==> src/hw/tsc_pkg.sv <==
// Constants and types shared by the touch converter run control.
package tsc_pkg;
    // ------------------------------------------------------------
    // Clock and settling times
    // ------------------------------------------------------------
    localparam int unsigned CLK_FREQ_MHZ = 20;
    localparam int unsigned MIN_CYC = 1;
    localparam int unsigned TMR_W = 22;
    localparam int unsigned SETTLE_US [8] = '{0, 100, 500, 1000, 5000, 10000, 50000, 100000};

    // A zero settling time still costs one cycle of driver turn-on.
    function automatic int unsigned us_to_cyc(input int unsigned us);
        return (us * CLK_FREQ_MHZ < MIN_CYC) ? MIN_CYC : us * CLK_FREQ_MHZ;
    endfunction

    localparam int unsigned SETTLE_CYC [8] = '{us_to_cyc(SETTLE_US[0]),
        us_to_cyc(SETTLE_US[1]), us_to_cyc(SETTLE_US[2]), us_to_cyc(SETTLE_US[3]),
        us_to_cyc(SETTLE_US[4]), us_to_cyc(SETTLE_US[5]), us_to_cyc(SETTLE_US[6]),
        us_to_cyc(SETTLE_US[7])};

    // ------------------------------------------------------------
    // Serial port framing and control word location
    // ------------------------------------------------------------
    localparam int unsigned CMD_BITS = 16;
    localparam int unsigned FRAME_BITS = 32;
    localparam int unsigned CMD_READ_BIT = 15;
    localparam int unsigned PAGE_LSB = 11;
    localparam int unsigned ADDR_LSB = 5;
    localparam logic [3:0] CTL_PAGE = 4'h1;
    localparam logic [5:0] CTL_ADDR = 6'h00;

    // ------------------------------------------------------------
    // Control word fields
    // ------------------------------------------------------------
    localparam int unsigned BIT_PEN_MODE = 15;
    localparam int unsigned BIT_RUN_HALT = 14;
    localparam int unsigned FUNC_LSB = 10;
    localparam int unsigned RES_LSB = 8;
    localparam int unsigned AVG_LSB = 6;
    localparam int unsigned RATE_LSB = 4;
    localparam int unsigned SETTLE_LSB = 1;
    localparam logic [3:0] FUNC_INVALID = 4'h0;
    localparam logic [3:0] FUNC_SCAN_XY = 4'h1;
    localparam logic [3:0] FUNC_SCAN_XYZ = 4'h2;
    localparam logic [3:0] FUNC_TOUCH_LAST = 4'h5;
    localparam logic [3:0] FUNC_DRV_FIRST = 4'hd;
    localparam logic [1:0] RES_RESET = 2'h0;
    localparam logic [1:0] AVG_RESET = 2'h0;
    localparam logic [1:0] RATE_RESET = 2'h0;
    localparam logic [2:0] SETTLE_RESET = 3'h0;

    typedef enum logic [1:0] {
        ST_IDLE = 2'b00,
        ST_SETTLE = 2'b01,
        ST_CONVERT = 2'b10
    } tsc_state_t;
endpackage

==> src/hw/tsc_reg_if.sv <==
// Register access strobes between the serial port and the control word.
interface tsc_reg_if;
    logic wr;
    logic rd;
    logic [3:0] page;
    logic [5:0] addr;
    logic [15:0] wdata;
    logic [15:0] rdata;
    modport spi (output wr, output rd, output page, output addr, output wdata, input rdata);
    modport regs (input wr, input rd, input page, input addr, input wdata, output rdata);
endinterface

==> src/hw/tsc_run_ctrl.sv <==
// Run control, pen flag and busy status of the shared touch converter.
module tsc_run_ctrl #(
    parameter int unsigned P_SETTLE_CYC [8] = tsc_pkg::SETTLE_CYC
) (
    input wire logic i_sys_clk,
    input wire logic i_rst,
    input wire logic i_spi_cs_n,
    input wire logic i_spi_sclk,
    input wire logic i_spi_mosi,
    output logic o_spi_miso,
    output logic o_spi_miso_en_n,
    input wire logic i_pen_touch,
    input wire logic i_conv_done,
    input wire logic [11:0] i_conv_data,
    output logic o_adc_power,
    output logic o_drv_en,
    output logic [3:0] o_drv_func,
    output logic o_conv_start,
    output logic [1:0] o_resolution,
    output logic [1:0] o_conv_rate,
    output logic o_result_we,
    output logic [3:0] o_result_func,
    output logic [11:0] o_result_data,
    output logic o_result_ready_n
);
    // ------------------------------------------------------------
    // Parameter checks
    // ------------------------------------------------------------
    for (genvar g = 0; g < 8; g++)
    begin : g_chk
        if (P_SETTLE_CYC[g] < tsc_pkg::MIN_CYC || P_SETTLE_CYC[g] >= (1 << tsc_pkg::TMR_W))
        begin : g_bad
            $error("Settling count out of timer range.");
        end
    end

    // ------------------------------------------------------------
    // Register port
    // ------------------------------------------------------------
    tsc_reg_if u_bus ();

    tsc_spi_slave u_spi (
        .i_sys_clk(i_sys_clk),
        .i_rst(i_rst),
        .i_spi_cs_n(i_spi_cs_n),
        .i_spi_sclk(i_spi_sclk),
        .i_spi_mosi(i_spi_mosi),
        .o_spi_miso(o_spi_miso),
        .bus(u_bus.spi)
    );

    assign o_spi_miso_en_n = i_spi_cs_n;

    tsc_pkg::tsc_state_t state;
    tsc_pkg::tsc_state_t next_state;
    logic pen_mode;
    logic armed;
    logic adc_on;
    logic drv_hold;
    logic [3:0] func;
    logic [1:0] res;
    logic [1:0] avg;
    logic [1:0] rate;
    logic [2:0] settle;
    logic [4:0] avg_cnt;
    logic [15:0] acc;

    wire ctl_sel = (u_bus.page == tsc_pkg::CTL_PAGE) && (u_bus.addr == tsc_pkg::CTL_ADDR);
    wire ctl_wr = u_bus.wr && ctl_sel;
    wire [3:0] w_func = u_bus.wdata[tsc_pkg::FUNC_LSB +: 4];
    wire w_mode = u_bus.wdata[tsc_pkg::BIT_PEN_MODE];
    // invalid code also halts
    // The invalid code ends a running scan, so no result is tagged invalid.
    wire w_stop = ctl_wr && (u_bus.wdata[tsc_pkg::BIT_RUN_HALT]
        || (w_func == tsc_pkg::FUNC_INVALID));
    wire w_go = ctl_wr && !u_bus.wdata[tsc_pkg::BIT_RUN_HALT];
    wire busy = (state != tsc_pkg::ST_IDLE);

    // top two read bits show status, not the written mode and run bits
    wire [15:0] ctl_rdata = {i_pen_touch, !busy, func, res, avg, rate, settle, 1'b0};
    assign u_bus.rdata = ctl_sel ? ctl_rdata : 16'h0000;

    // ------------------------------------------------------------
    // Start and continuation decode
    // ------------------------------------------------------------
    // code zero never converts
    wire w_valid = (w_func != tsc_pkg::FUNC_INVALID) && (w_func < tsc_pkg::FUNC_DRV_FIRST);
    wire touch_func = (func != tsc_pkg::FUNC_INVALID) && (func <= tsc_pkg::FUNC_TOUCH_LAST);
    wire scan_func = (func == tsc_pkg::FUNC_SCAN_XY) || (func == tsc_pkg::FUNC_SCAN_XYZ);
    // host start only in host mode
    wire host_start = w_go && !w_mode && w_valid;
    // touch starts conversion in self mode
    wire self_start = (state == tsc_pkg::ST_IDLE) && pen_mode && armed && i_pen_touch
        && touch_func && !ctl_wr;
    wire [2:0] avg_shift = (avg == 2'h0) ? 3'h0 : 3'(avg) + 3'h1;
    wire [4:0] avg_last_cnt = 5'((5'h01 << avg_shift) - 5'h01);
    wire avg_last = (avg_cnt == avg_last_cnt);
    wire [15:0] sum = acc + {4'h0, i_conv_data};
    wire [15:0] avg_val = sum >> avg_shift;
    wire last_done = (state == tsc_pkg::ST_CONVERT) && i_conv_done && avg_last;
    // scans repeat while pen stays down
    wire rescan = last_done && scan_func && i_pen_touch;
    wire tmr_done;
    wire enter_settle = !w_stop && (host_start || self_start || (rescan && !ctl_wr));

    wire [tsc_pkg::TMR_W-1:0] tmr_count = tsc_pkg::TMR_W'(P_SETTLE_CYC[settle]);

    tsc_settle_timer #(
        .W(tsc_pkg::TMR_W)
    ) u_tmr (
        .i_sys_clk(i_sys_clk),
        .i_rst(i_rst || w_stop),
        .i_load(enter_settle),
        .i_count(tmr_count),
        .o_done(tmr_done)
    );

    // ------------------------------------------------------------
    // Sequencer
    // ------------------------------------------------------------
    always_comb
    begin
        next_state = state;
        unique case (state)
            tsc_pkg::ST_IDLE:
                if (enter_settle)
                    next_state = tsc_pkg::ST_SETTLE;
            tsc_pkg::ST_SETTLE:
                if (tmr_done)
                    next_state = tsc_pkg::ST_CONVERT;
            tsc_pkg::ST_CONVERT:
                if (last_done)
                    next_state = tsc_pkg::ST_IDLE;
            default:
                next_state = tsc_pkg::ST_IDLE;
        endcase
        if (w_stop)
            next_state = tsc_pkg::ST_IDLE;
        else if (enter_settle)
            next_state = tsc_pkg::ST_SETTLE;
    end

    always_ff @(posedge i_sys_clk)
    begin
        if (i_rst)
            state <= tsc_pkg::ST_IDLE;
        else
            state <= next_state;
    end

    // mode and fields reset to defaults
    always_ff @(posedge i_sys_clk)
    begin
        if (i_rst)
        begin
            pen_mode <= 1'b0;
            func <= tsc_pkg::FUNC_INVALID;
            res <= tsc_pkg::RES_RESET;
            avg <= tsc_pkg::AVG_RESET;
            rate <= tsc_pkg::RATE_RESET;
            settle <= tsc_pkg::SETTLE_RESET;
        end
        else if (ctl_wr)
        begin
            pen_mode <= w_mode;
            func <= w_func;
            res <= u_bus.wdata[tsc_pkg::RES_LSB +: 2];
            avg <= u_bus.wdata[tsc_pkg::AVG_LSB +: 2];
            rate <= u_bus.wdata[tsc_pkg::RATE_LSB +: 2];
            settle <= u_bus.wdata[tsc_pkg::SETTLE_LSB +: 3];
        end
    end

    // The arm flag lets a stop hold off self-driven scans even with the pen down.
    always_ff @(posedge i_sys_clk)
    begin
        if (i_rst)
        begin
            armed <= 1'b0;
            adc_on <= 1'b0;
            drv_hold <= 1'b0;
        end
        else
        begin
            if (ctl_wr)
                armed <= w_go;
            if (w_stop)
                adc_on <= 1'b0;
            else if (enter_settle)
                adc_on <= 1'b1;
            if (ctl_wr)
                drv_hold <= w_go && (w_func >= tsc_pkg::FUNC_DRV_FIRST);
        end
    end

    // ------------------------------------------------------------
    // Conversion, averaging and result hand-off
    // ------------------------------------------------------------
    always_ff @(posedge i_sys_clk)
    begin
        if (i_rst || w_stop)
        begin
            o_conv_start <= 1'b0;
            avg_cnt <= '0;
            acc <= '0;
        end
        else
        begin
            // sample only after the settle delay
            o_conv_start <= ((state == tsc_pkg::ST_SETTLE) && tmr_done && !enter_settle)
                || ((state == tsc_pkg::ST_CONVERT) && i_conv_done && !avg_last
                && !enter_settle);
            if (enter_settle || last_done)
            begin
                avg_cnt <= '0;
                acc <= '0;
            end
            else if ((state == tsc_pkg::ST_CONVERT) && i_conv_done)
            begin
                avg_cnt <= avg_cnt + 5'h01;
                acc <= sum;
            end
        end
    end

    // store into the selected function's register
    always_ff @(posedge i_sys_clk)
    begin
        if (i_rst)
        begin
            o_result_we <= 1'b0;
            o_result_func <= tsc_pkg::FUNC_INVALID;
            o_result_data <= '0;
        end
        else
        begin
            o_result_we <= last_done && !w_stop;
            if (last_done)
            begin
                o_result_func <= func;
                o_result_data <= avg_val[11:0];
            end
        end
    end

    // ready stays high through all averaged conversions
    always_ff @(posedge i_sys_clk)
    begin
        if (i_rst)
            o_result_ready_n <= 1'b1;
        else if (enter_settle)
            o_result_ready_n <= 1'b1;
        else if (last_done && !w_stop)
            o_result_ready_n <= 1'b0;
    end

    assign o_adc_power = adc_on;
    assign o_drv_en = busy || drv_hold;
    assign o_drv_func = func;
    assign o_resolution = res;
    assign o_conv_rate = rate;
endmodule

==> src/hw/tsc_settle_timer.sv <==
// One-shot down counter that times the panel settling delay.
module tsc_settle_timer #(
    parameter int unsigned W = 22
) (
    input wire logic i_sys_clk,
    input wire logic i_rst,
    input wire logic i_load,
    input wire logic [W-1:0] i_count,
    output logic o_done
);
    logic [W-1:0] cnt;
    logic run;

    assign o_done = run && (cnt == W'(1));

    always_ff @(posedge i_sys_clk)
    begin
        if (i_rst || o_done)
        begin
            run <= 1'b0;
            cnt <= '0;
        end
        else if (i_load)
        begin
            run <= 1'b1;
            cnt <= i_count;
        end
        else if (run)
            cnt <= cnt - W'(1);
    end
endmodule

==> src/hw/tsc_spi_slave.sv <==
// Serial register port: 16-bit command then 16-bit data, mode 0.
module tsc_spi_slave (
    input wire logic i_sys_clk,
    input wire logic i_rst,
    input wire logic i_spi_cs_n,
    input wire logic i_spi_sclk,
    input wire logic i_spi_mosi,
    output logic o_spi_miso,
    tsc_reg_if.spi bus
);
    logic sclk_q;
    logic [5:0] bit_cnt;
    logic [15:0] shift_in;
    logic [15:0] cmd;
    logic [15:0] shift_out;
    logic rd_pend;
    logic wr_pend;

    wire sclk_rise = i_spi_sclk && !sclk_q && !i_spi_cs_n;
    wire sclk_fall = !i_spi_sclk && sclk_q && !i_spi_cs_n;
    wire [15:0] word_in = {shift_in[14:0], i_spi_mosi};
    wire cmd_end = sclk_rise && (bit_cnt == 6'(tsc_pkg::CMD_BITS - 1));
    wire data_end = sclk_rise && (bit_cnt == 6'(tsc_pkg::FRAME_BITS - 1));

    assign bus.rd = rd_pend;
    assign bus.wr = wr_pend;
    assign bus.page = cmd[tsc_pkg::PAGE_LSB +: 4];
    assign bus.addr = cmd[tsc_pkg::ADDR_LSB +: 6];
    assign o_spi_miso = shift_out[15];

    always_ff @(posedge i_sys_clk)
    begin
        sclk_q <= i_spi_sclk;
        rd_pend <= !i_rst && cmd_end && word_in[tsc_pkg::CMD_READ_BIT];
        wr_pend <= !i_rst && data_end && !cmd[tsc_pkg::CMD_READ_BIT];
        if (i_rst || i_spi_cs_n)
            bit_cnt <= '0;
        else if (sclk_rise && bit_cnt < 6'(tsc_pkg::FRAME_BITS))
            bit_cnt <= bit_cnt + 6'(1);
        if (sclk_rise)
            shift_in <= word_in;
        if (i_rst)
            cmd <= '0;
        else if (cmd_end)
            cmd <= word_in;
        if (data_end)
            bus.wdata <= word_in;
        // The first data bit must sit on the line before the next rising edge.
        if (i_rst)
            shift_out <= '0;
        else if (rd_pend)
            shift_out <= bus.rdata;
        else if (sclk_fall && bit_cnt > 6'(tsc_pkg::CMD_BITS))
            shift_out <= {shift_out[14:0], 1'b0};
    end
endmodule

==> config.mk <==
export PLATFORM = sky130hd
export DESIGN_NAME = tsc_run_ctrl
export DESIGN_NICKNAME = d
export VERILOG_FILES = /design/src/hw/tsc_pkg.sv /design/src/hw/tsc_reg_if.sv /design/src/hw/tsc_run_ctrl.sv /design/src/hw/tsc_settle_timer.sv /design/src/hw/tsc_spi_slave.sv
export SDC_FILE = /design/constraint.sdc
export NUM_CORES = 1
export LEC_CHECK = 0
export BUFFER_PORTS_ARGS = -buffer_cell sky130_fd_sc_hd__buf_4
export CAP_MARGIN = 20
export CORE_UTILIZATION = 60
export CTS_CLUSTER_SIZE = 20
export DETAILED_ROUTE_END_ITERATION = 10
export GPL_TIMING_DRIVEN = 1
export PLACE_DENSITY = 0.82
export SLEW_MARGIN = 0
export SYNTH_ARGS = -nofsm -noshare
export SYNTH_HDL_FRONTEND = slang
export SYNTH_HIERARCHICAL = 1
export SYNTH_SLANG_ARGS = --single-unit
==> constraint.sdc <==
create_clock -name i_sys_clk -period 7.42 [get_ports i_sys_clk]
set_input_delay 1.484 -clock i_sys_clk [delete_from_list [all_inputs] [get_ports i_sys_clk]]
set_output_delay 1.484 -clock i_sys_clk [all_outputs]
set_load 0.02 [all_outputs]
After elaboration in Yosys (flattened, before gate mapping)
Memories as Yosys holds them, arrays and structs flattened.
Index checks and enable logic that the tools add are counted.
Cells by class
  add/sub/neg operators: 6
  magnitude comparators: 6
  equal/unequal tests: 14
  shifts and indexed selects: 2
  multiplexer cells: 12
  bitwise operators: 2
  reduce and logical (&&, ||, !) cells: 75
Operator list (count)
  two-way mux 22 bit: 4
  two-way mux 16 bit: 3
  logical AND 1 bit: 38
  == test 22 x 1 -> 1 bit (second input constant): 1
  subtractor 22 x 1 -> 22 bit (second input constant): 1
  adder 16 x 12 -> 16 bit: 1
  >> shifter 16 x 3 -> 12 bit: 1
  logical NOT 1 bit: 12
  logical OR 1 bit: 10
  == test 4 x 1 -> 1 bit (second input constant): 2
  greater-or-equal comparator 4 bit (second input constant): 2
  nonzero test 4 bit: 2
  adder 6 x 1 -> 6 bit (second input constant): 1
  == test 6 x 4 -> 1 bit (second input constant): 1
  == test 6 x 5 -> 1 bit (second input constant): 1
  greater-than comparator 6 x 5 -> 1 bit (second input constant): 1
  logical NOT 6 bit: 1
  < comparator 6 bit (second input constant): 1
  != test 2 bit (second input constant): 3
  != test 3 bit (second input constant): 2
  case mux 2 bit (3 select lines): 1
  AND reduction 3 bit: 2
  nonzero test 2 bit: 3
  OR reduction 2 bit: 3
  other kinds (18): 20
Word-level totals
  register bits: 154
  memory bits (read-only): 256
  input bits: 19
  output and inout port bits: 31
  memories kept: 1
Memories
  (no name shown): depth 8, bits a word 32, rd ports 1, clocked after Yosys merged registers in 0, wr ports 0, line tsc_run_ctrl.sv:106  | wire [tsc_pkg::TMR_W-1:0] tmr_count = tsc_pkg::TMR_W'(P_SETTLE_CYC[settle]);

Logic depth before layout (Yosys ltp)
Gate-level depths: netlist of run 1.
  word-level depth: 14
  mapped depth: 15
  mapped depth without buffers: 14

Modules after synthesis
The synthesis of run 1 kept the hierarchy.
Modules (own cells, without submodules)
  tsc_run_ctrl: times used 1, cells each 546, area an instance 4209.0 um^2, seq. area each 1181.1 um^2
  tsc_spi_slave: times used 1, cells each 230, area an instance 2902.8 um^2, seq. area each 1651.6 um^2
  tsc_settle_timer: times used 1, cells each 160, area an instance 1427.6 um^2, seq. area each 460.4 um^2

Worst setup path before layout of run 1
No wires, ideal clock.
  kind: input -> register
  start point: input i_spi_cs_n
  end point: register u_spi.bus.wdata[0], enable pin
  arrival: 3638 ps
  data required time: 6988 ps
  path slack: 3349 ps
  stages: 3
  path through: buf_2 -> nand4bb_1 -> nor4_1
Between the ends
  word-level cells in the longest chain between the ends: 3
RTL lines
  start, declared: line tsc_run_ctrl.sv:7  | input wire logic i_spi_cs_n,
  logical NOT 1 bit: line tsc_spi_slave.sv:19  | wire sclk_rise = i_spi_sclk && !sclk_q && !i_spi_cs_n;
  logical AND 1 bit: line tsc_spi_slave.sv:19
  logical AND 1 bit: line tsc_spi_slave.sv:23  | wire data_end = sclk_rise && (bit_cnt == 6'(tsc_pkg::FRAME_BITS - 1));
  named net u_spi.data_end: line tsc_spi_slave.sv:23
  end signal, assigned: line tsc_spi_slave.sv:47  | bus.wdata <= word_in;
  end, declared: line tsc_reg_if.sv:9  | modport spi (output wr, output rd, output page, output addr, output wdata, input rdata);
The timed path passes the listed nets, and every way through them passes these cells.
A chain may end at the register's enable or synchronous reset.

Final worst setup path of run 1
  start point: register u_spi.cmd[6]
  end point: register u_tmr.cnt[15]
Between the ends
  word-level cells in the longest chain between the ends: 10
  elaborated cells on any way between the ends: 18
  those cells by class: mux: 1; reduce/logical: 17
RTL lines
  start, declared: line tsc_spi_slave.sv:14  | logic [15:0] cmd;
  start signal, assigned: line tsc_spi_slave.sv:45  | cmd <= word_in;
  logical NOT 6 bit (*): line tsc_run_ctrl.sv:68  | wire ctl_sel = (u_bus.page == tsc_pkg::CTL_PAGE) && (u_bus.addr == tsc_pkg::CTL_ADDR);
  logical AND 1 bit (*): line tsc_run_ctrl.sv:68
  logical AND 1 bit (*): line tsc_run_ctrl.sv:69  | wire ctl_wr = u_bus.wr && ctl_sel;
  logical AND 1 bit: line tsc_run_ctrl.sv:76  | wire w_go = ctl_wr && !u_bus.wdata[tsc_pkg::BIT_RUN_HALT];
  logical AND 1 bit (2 in series): line tsc_run_ctrl.sv:91  | wire host_start = w_go && !w_mode && w_valid;
  logical OR 1 bit (2 in series): line tsc_run_ctrl.sv:104  | wire enter_settle = !w_stop && (host_start || self_start || (rescan && !ctl_wr));
  logical AND 1 bit (*): line tsc_run_ctrl.sv:104
  named net enter_settle: line tsc_run_ctrl.sv:104
  two-way mux 22 bit or nonzero test 2 bit (tied branches)
  end signal, assigned: line tsc_settle_timer.sv:26  | cnt <= i_count;
  end signal, assigned: line tsc_settle_timer.sv:29  | cnt <= cnt - W'(1);
  end, declared: line tsc_settle_timer.sv:11  | logic [W-1:0] cnt;
The timed path passes the listed nets; every way through them passes the cells marked *.

==> results of run 1 <==
per-layer routing:
| metal | part of all wire | vias up | GRT usage |
|---|---|---|---|
| met5 | 0 | - | 0 |
| met4 | 0.014 | 0 | 0.0887 |
| met3 | 0.049 | 29 | 0.0517 |
| met2 | 0.47 | 215 | 0.403 |
| met1 | 0.47 | 3248 | 0.366 |
| li1 | - | 3382 | - |
power groups by stage:
stage | registers, mW | logic (mW) | clock network, mW
3_5_place_dp | 0.841 | 0.0594 | 0
6_report | 0.823 | 0.0614 | 0.844
5_1_grt | 0.823 | 0.0660 | 0.893
2_1_floorplan | 0.840 | 0.0466 | 0
3_3_place_gp | 0.841 | 0.0588 | 0
4_1_cts | 0.823 | 0.0597 | 0.857
placed cells by master, fill, tap and decap left out, types with 5 or more instances in the layout:
master,instances
dfxtp_1,118
nand2_1,112
nor2_1,80
a21oi_1,63
buf_4,53
inv_1,36
edfxtp_1,30
ha_1,28
nor3_1,27
nand2b_1,27
mux2i_1,24
xnor2_1,23
o21ai_0,17
a221oi_1,17
clkbuf_16,17
and2_1,16
o31ai_1,16
xor2_1,15
a211oi_1,15
nand3_1,12
nand4_1,11
a31oi_1,11
a41oi_2,8
nor4_1,6
and3_1,6
a211oi_2,6
conb_1,6
nor2b_1,5
a21oi_2,5
o211ai_1,5
a311oi_1,5
inv_6,5
a41oi_1,5
worst max-delay path, stage by stage (launching register included):
cell and delay (ps):
dfxtp_1 310, or4_4 550, nor4_4 730, nand2_2 420, o32a_2 550, nor2_1 120, buf_4 220, clkinv_1 640
o311a_1 310, a221oi_1 260, nor2_1 80
cell type report:
| class | instances | share of cell area |
|---|---|---|
| Clock buffer | 17 | 0.0459 |
| Clock inverter | 15 | 0.0171 |
| Inverter | 40 | 0.0162 |
| Multi-Input combinational cell | 679 | 0.497 |
| Sequential cell | 148 | 0.352 |
| Tap cell | 180 | 0.0243 |
| Timing Repair Buffer | 57 | 0.0480 |
stage by stage:
step,util,cells
after floorplan,-,940
after global placement,0.622,1100
after detailed placement,0.622,1100
after CTS,0.665,1132
after global routing,0.668,1136
final,0.668,1136
worst paths after layout:
| kind | start | endpoint | slack, ps | cells past startpoint |
|---|---|---|---|---|
| setup reg to reg | u_spi/cmd[6]$_SDFFE_PP0P_ | u_tmr/cnt[15]$_SDFFE_PP0P_ | 3060 | 10 |
| hold reg to reg | u_spi/cmd[15]$_SDFFE_PP0P_ | u_spi/bus.wr$_DFF_P_ | 440 | 1 |
| hold / removal | u_spi/cmd[15]$_SDFFE_PP0P_ | u_spi/bus.wr$_DFF_P_ | 440 | 1 |
| setup / recovery | u_spi/cmd[6]$_SDFFE_PP0P_ | u_tmr/cnt[15]$_SDFFE_PP0P_ | 3060 | 10 |
flip-flops by register name, summed over array words and instances (netlist names), 3 cells and up:
register	count
acc	16
u_spi/bit_cnt	6
avg_cnt	5
u_spi/bus.wdata	15
o_drv_func	4
u_spi/cmd	11
u_tmr/cnt	22
u_spi/shift_out	16
o_result_func	4
settle	3
u_spi/shift_in	15
o_result_data	12
==> flow_summary.json, run 1 <==
{
  "period_minus_slack_ps": 4360,
  "holdWs_ps": 438,
  "synth_area_um2": 8510,
  "place_area_um2": 8640,
  "synth_cells": 935,
  "setup_violations": 0,
  "critPathRequiredTime_ps": 7680,
  "grtUsageTotal": 0.262,
  "cts.sinks": 148,
  "htree_levels": 4,
  "p_comb_frac": 0.035,
  "diodes": 0,
  "worst-setup-path-type": "reg -> reg",
  "setup_ws_ps": 3060,
  "final_cell_area_um2": 9270,
  "end_kind": "flip-flop",
  "violations": "DRC",
  "routedWlPerCell_um": 16.5,
  "p_seq_frac": 0.476,
  "first_iter_violations": 778,
  "rsz0062_at_grt": "no",
  "yosysWarnings": 6,
  "hold_buffers": 0,
  "die_x_um": 121,
  "io_buffers": 49,
  "p_int_mw": 1.32,
  "clock_path_buffers": 2,
  "area_growth_pct": 8.97,
  "hold_class": "reg -> reg",
  "path_max_fanout": 25,
  "finalWirelength_mm": 18.8,
  "ir_drop_uv": 164,
  "setup.worst_path.start_class": "flip-flop",
  "grt_max_degree": 79,
  "multiInputGateArea_um2": 4600,
  "maxCapViolations": 0,
  "register_area_um2": 3260,
  "dr.pass1.iters": 9,
  "grt_pass1_vias": 6230,
  "gr-total-overflow": 0,
  "cts_tree": "done",
  "tightestPinTransition_ps": 1080,
  "swShare": 0.236,
  "clkLatencyLatePin_ps": 420,
  "drc": 2,
  "p_total_mw": 1.73,
  "fillers": 1115,
  "powerDensity_nw_per_um2": 186,
  "slew_headroom": 0.280,
  "antenna_found_initial": 0,
  "tns_ps": 0,
  "avgViaCountPerCell": 6.05,
  "p_switching_mw": 0.409,
  "post-place-ws_ps": 2860,
  "rows": 43,
  "arrival_ps": 4630,
  "path_clk_slew_ps": 70,
  "post_cts_buffers": 0,
  "status": "complete, but fails checks",
  "hold_viol_final": 0,
  "drive_gt1_frac": 0.155,
  "period_share": 0.588,
  "cts-root-buf": "clkbuf_16",
  "grt_pass1_wl_mm": 30.4,
  "syn-mean-instance-area_um2": 9.10,
  "ant_nets": 0,
  "core_area_um2": 13900,
  "die_area_um2": 14700,
  "ios": 50,
  "start_util": 0.613,
  "gp_congestion": 0.852,
  "num_vias": 6874,
  "pwr-share-clk": 0.488,
  "p_leak_nw": 3.32,
  "finalClockSkew_ps": 11.7,
  "dp_hpwl_mm": 12.6,
  "die_y_um": 121,
  "slew_violations": 0,
  "nNetsFinal": 991,
  "cts_resized": 0,
  "numCtsBuffers": 17,
  "fmax_mhz": 229
}
Power figures use the tool's default switching activity.
==> run 2: changes to the inputs <==
Settings changed: CORE_UTILIZATION 60 to 56, PLACE_DENSITY 0.82 to 0.8.
Clock period 7.42 ns to 3.51 ns, I/O delays scaled along.
==> run 2 against run 1 <==
The run still ends with DRC left. Die area increased by 7.0%. Total power increased by 110%. Flip-flop and latch count unchanged. Worst setup slack got worse by 2700 ps. Cell count increased by 1.5%. Worst hold slack got worse by 15 ps. Non-clock buffer count increased by 13. Critical path depth increased by 2. Fmax increased by 40%. Via count increased by 0.97%. Cell area increased by 1.0%. Register-to-register slack got worse by 2700 ps. Critical path type unchanged.
==> flow_summary.json, run 2 (same netlist as run 1, synthesis figures left out) <==
{
  "post_cts_buffers": 0,
  "rows": 44,
  "final_common_cell": "dfxtp_1",
  "hold_depth": 1,
  "drive_gt1_frac": 0.165,
  "num_vias": 6941,
  "cts_resized": 0,
  "cts.sinks": 148,
  "violations": "DRC",
  "grt_pass1_wl_mm": 31.7,
  "timing.critical_path.from": "u_spi/cmd[6]$_SDFFE_PP0P_",
  "hold_class": "in -> reg",
  "core_area_um2": 14700,
  "end_kind": "flip-flop",
  "period_share": 0.887,
  "tns_ps": 0,
  "holdPathEnd": "u_spi/sclk_q$_DFF_P_",
  "holdWs_ps": 422,
  "reg2reg_depth": 12,
  "antenna_found_initial": 0,
  "cp_slowest_stage_delay_ps": 540,
  "path_max_fanout": 18,
  "largest-register": "u_tmr/cnt",
  "maxCapViolations": 0,
  "met1_usage": 0.344,
  "finalClockSkew_ps": 10.6,
  "io_buffers": 49,
  "fmax_mhz": 321,
  "status": "complete, but fails checks",
  "busiest_layer": "met2",
  "rsz0062_at_grt": "no",
  "gp_congestion": 0.886,
  "tightestPinTransition_ps": 1050,
  "path_clk_slew_ps": 60,
  "grt_pass1_vias": 6288,
  "first_iter_violations": 612,
  "cts_tree": "done",
  "die_area_um2": 15700,
  "ant_nets": 0,
  "crit_family": "simple AND/OR/NAND/NOR gates",
  "routedWlPerCell_um": 16.6,
  "hold_path.startpoint": "i_spi_sclk",
  "dr.pass1.iters": 8,
  "htree_levels": 4,
  "hold_viol_final": 0,
  "avgViaCountPerCell": 6.02,
  "crit_buf_inv": 1,
  "cts-root-buf": "clkbuf_16",
  "finalWirelength_mm": 19.2,
  "slew_violations": 0,
  "die_y_um": 125,
  "r2r_end": "u_tmr/cnt[19]$_SDFFE_PP0P_",
  "gr-usage-met2": 0.392,
  "setup_violations": 0,
  "worst-setup-path-type": "reg -> reg",
  "ios": 50,
  "worstPathCellList": "or4_4 > nor4_4 > nand2_2 > buf_4 > nand4b_1 > o32a_2 > nor2_1 > nor2b_1 > nand3b_1 > nor3_1 > a31oi_1 > a21oi_1",
  "diodes": 0,
  "area_growth_pct": 10.1,
  "gr-total-overflow": 0,
  "top_regs": "u_tmr/cnt x22, acc x16, u_spi/shift_out x16",
  "setup.worst_path.start_class": "flip-flop",
  "slew_headroom": 0.296,
  "powerDensity_nw_per_um2": 397,
  "grt_max_degree": 45,
  "period_minus_slack_ps": 3110,
  "clkLatencyLatePin_ps": 430,
  "met3_usage": 0.0543,
  "dp_hpwl_mm": 13.1,
  "hold_buffers": 0,
  "ir_drop_uv": 396,
  "critPathRequiredTime_ps": 3870,
  "crit_slowest_cell": "or4_4",
  "reg2reg_from": "u_spi/cmd[6]$_SDFFE_PP0P_",
  "r2r_slack_ps": 400,
  "nNetsFinal": 1004,
  "final_cell_mix": "dfxtp_1 (118), nand2_1 (112), nor2_1 (80)",
  "clock_path_buffers": 2,
  "drc": 4,
  "arrival_ps": 3470,
  "die_x_um": 125,
  "grtUsageTotal": 0.250,
  "p_leak_nw": 3.39,
  "start_util": 0.579,
  "numCtsBuffers": 17,
  "largest_reg_flops": 22
}
[run 2: changes by cell type in the layout (fill, tap and decap cells not counted), sizes merged]
cell,before,now
buf,56,70
bufinv,1,2
clkbuf,18,17
clkinvlp,3,2
[run 2: worst max-delay path by stage]
stage / end / slack (ps) / cells after the start
after floorplan: u_spi/bus.wdata[10]$_DFFE_PP_ / 320 / 3
after global placement: o_result_data[8]$_SDFFE_PP0P_ / 270 / 12
after detailed placement: o_result_data[8]$_SDFFE_PP0P_ / 220 / 12
after CTS: u_tmr/cnt[12]$_SDFFE_PP0P_ / 400 / 13
after global routing: u_tmr/cnt[12]$_SDFFE_PP0P_ / 2 / 13
final: u_tmr/cnt[19]$_SDFFE_PP0P_ / 400 / 12
[run 2: layer usage]
metal,up-vias,share of wire
li1,3407,-
met1,3274,0.46
met2,235,0.46
met3,25,0.059
met4,0,0.016
met5,-,0
[run 2: per-stage QoR]
step / worst slack [ps] / std cells / util / cell area, um2 / total power [mW]
6_report: 397 / 1153 / 0.637 / 9370 / 3.72
5_1_grt: 1.72 / 1153 / 0.637 / 9370 / 3.83
4_1_cts: 398 / 1153 / 0.637 / 9370 / 3.74
3_5_place_dp: 220 / 1121 / 0.597 / 8770 / 1.91
3_3_place_gp: 274 / 1121 / 0.597 / 8770 / 1.91
2_1_floorplan: 319 / 940 / - / 8530 / 1.88
[run 2: layout make-up]
cell class	instances	area [um2]
timing repair buffer	70	526
clock buffer	17	425
multi-input combinational	679	4600
inverter	40	150
clock inverter	15	168
tap	184	230
sequential	148	3260
fill	1206	5330
[run 2: power by group]
part	switching, mW	total (mW)	internal [mW]
Clock	0.770	1.84	1.07
Combinational	0.0852	0.136	0.0507
Sequential	0.00471	1.74	1.74
[run 2: worst reg2reg max path, cell delays in order (launching register included)]
cell and delay [ps]:
dfxtp_1 310, or4_4 540, nor4_4 280, nand2_2 100
buf_4 210, nand4b_1 140, o32a_2 230, nor2_1 100
nor2b_1 490, nand3b_1 210, nor3_1 220, a31oi_1 80
a21oi_1 140
==> run 3: changes to the inputs <==
Settings changed: BUFFER_PORTS_ARGS -buffer_cell sky130_fd_sc_hd__buf_4 to default, CORE_UTILIZATION 56 to 58, DONT_BUFFER_PORTS from default to 1, PLACE_DENSITY 0.8 to 0.79.
==> run 3 against run 2 <==
Total power shrank 0.82%. The run now ends clean. Core utilization grew 0.099 points. Via count shrank 2.8%. Register-to-register slack improved by 30 ps. Global-route usage grew 0.38 points. Fmax is 0.87% higher. Cell area is 4.0% lower. Largest cell class unchanged. Critical path type unchanged. Count of clock-buffer cells in the layout rose by 1. Critical path depth increased by 1. Die area down 3.4%.
==> flow_summary.json, run 3 (same netlist as run 1, synthesis figures left out) <==
{
  "hold_viol_final": 0,
  "maxCapViolations": 0,
  "register_area_um2": 3260,
  "hold_buffers": 0,
  "path_clk_slew_ps": 60,
  "cts-root-buf": "clkbuf_16",
  "status": "completed",
  "crit_slowest_cell": "clkinv_1",
  "powerDensity_nw_per_um2": 410,
  "numCtsBuffers": 17,
  "slew_violations": 0,
  "p_leak_nw": 3.14,
  "drc": 0,
  "cp_slowest_stage_delay_ps": 440,
  "grt_pass1_wl_mm": 30.1,
  "post_cts_buffers": 0,
  "drive_gt1_frac": 0.121,
  "area_growth_pct": 5.72,
  "first_iter_violations": 613,
  "die_area_um2": 15200,
  "grtUsageTotal": 0.254,
  "htree_levels": 4,
  "clkLatencyLatePin_ps": 430,
  "period_minus_slack_ps": 3090,
  "dp_hpwl_mm": 12.6,
  "ios": 50,
  "antenna_found_initial": 0,
  "ir_drop_uv": 356,
  "p_total_mw": 3.68,
  "worstPathCellList": "inv_1 > ha_1 > xnor2_1 > xnor2_1 > nand2_1 > nor3_2 > a32oi_1 > o32a_2 > nor2_1 > clkinv_1 > o311a_1 > a221oi_1 > nor2_1",
  "worst-setup-path-type": "reg -> reg",
  "tightestPinTransition_ps": 1090,
  "grt_max_degree": 79,
  "cts_tree": "done",
  "top_regs": "u_tmr/cnt x22, acc x16, u_spi/shift_out x16",
  "diodes": 0,
  "final_common_cell": "dfxtp_1",
  "final_cell_area_um2": 9000,
  "finalClockSkew_ps": 9.25,
  "rows": 43,
  "end_kind": "flip-flop",
  "clock_path_buffers": 2,
  "die_y_um": 123,
  "finalWirelength_mm": 18.5,
  "dr.pass1.iters": 6,
  "fmax_mhz": 324,
  "cts.sinks": 148,
  "slew_headroom": 0.269,
  "critPathRequiredTime_ps": 3820,
  "setup_violations": 0,
  "core_area_um2": 14100,
  "crit_buf_inv": 2,
  "gp_congestion": 0.935,
  "hold_class": "in -> reg",
  "place_area_um2": 8400,
  "path_max_fanout": 15,
  "period_share": 0.879,
  "fillers": 1177,
  "cts_resized": 0,
  "num_vias": 6744,
  "largest_reg_flops": 22,
  "start_util": 0.604,
  "rsz0062_at_grt": "no",
  "gr-total-overflow": 0,
  "setup.worst_path.start_class": "flip-flop",
  "avgViaCountPerCell": 6.13,
  "multiInputGateArea_um2": 4600,
  "tns_ps": 0,
  "nNetsFinal": 955,
  "routedWlPerCell_um": 16.8,
  "die_x_um": 123,
  "grt_pass1_vias": 6003,
  "ant_nets": 0,
  "crit_family": "compound AO/OA/AOI/OAI gates",
  "holdWs_ps": 298,
  "arrival_ps": 3390,
  "largest-register": "u_tmr/cnt",
  "io_buffers": 0,
  "final_cell_mix": "dfxtp_1 (118), nand2_1 (112), nor2_1 (80)"
}
run 3: cell count changes in the layout (fill, tap and decap cells not counted), sizes merged:
cell / previous run / this run
clkinvlp: 2 / 0
buf: 70 / 21
clkinv: 5 / 8
clkbuf: 17 / 18
inv: 46 / 44
run 3: per-layer routing:
layer / up-vias / share of wire / GRT usage / wire [um]
li1: 3317 / - / - / -
met5: - / 0 / 0 / 0
met1: 3185 / 0.47 / 0.348 / 8610
met2: 210 / 0.45 / 0.388 / 8400
met4: 0 / 0.018 / 0.0979 / 342
met3: 32 / 0.062 / 0.0567 / 1160
run 3: worst paths after layout:
kind,slack [ps],to,start,cells past startpoint
worst min-delay path,300,u_spi/sclk_q$_DFF_P_,i_spi_sclk,0
worst max register to register,420,u_tmr/cnt[12]$_SDFFE_PP0P_,avg[0]$_SDFFE_PP0N_,13
worst min register to register,430,u_spi/bus.wr$_DFF_P_,u_spi/cmd[15]$_SDFFE_PP0P_,1
worst max-delay path,420,u_tmr/cnt[12]$_SDFFE_PP0P_,avg[0]$_SDFFE_PP0N_,13
run 3: cell type report:
class | instances | share of cell area
clock inverters | 14 | 0.0185
clock buffers | 18 | 0.0477
multi-input cells | 679 | 0.512
repair buffers | 21 | 0.0175
well taps | 180 | 0.0250
inverters | 40 | 0.0167
flip-flops and latches | 148 | 0.363
run 3: power breakdown:
group          leakage (nW)  switching (mW)  internal (mW)
Combinational          1.63          0.0624         0.0375
Sequential             1.22         0.00437           1.74
Clock                 0.294           0.774           1.07
run 3: through the flow:
step / setup WS [ps] / utilization / cells
2_1_floorplan: 319 / - / 940
3_3_place_gp: 363 / 0.596 / 1068
3_5_place_dp: 327 / 0.596 / 1068
4_1_cts: 424 / 0.638 / 1100
5_1_grt: 202 / 0.638 / 1100
6_report: 424 / 0.638 / 1100
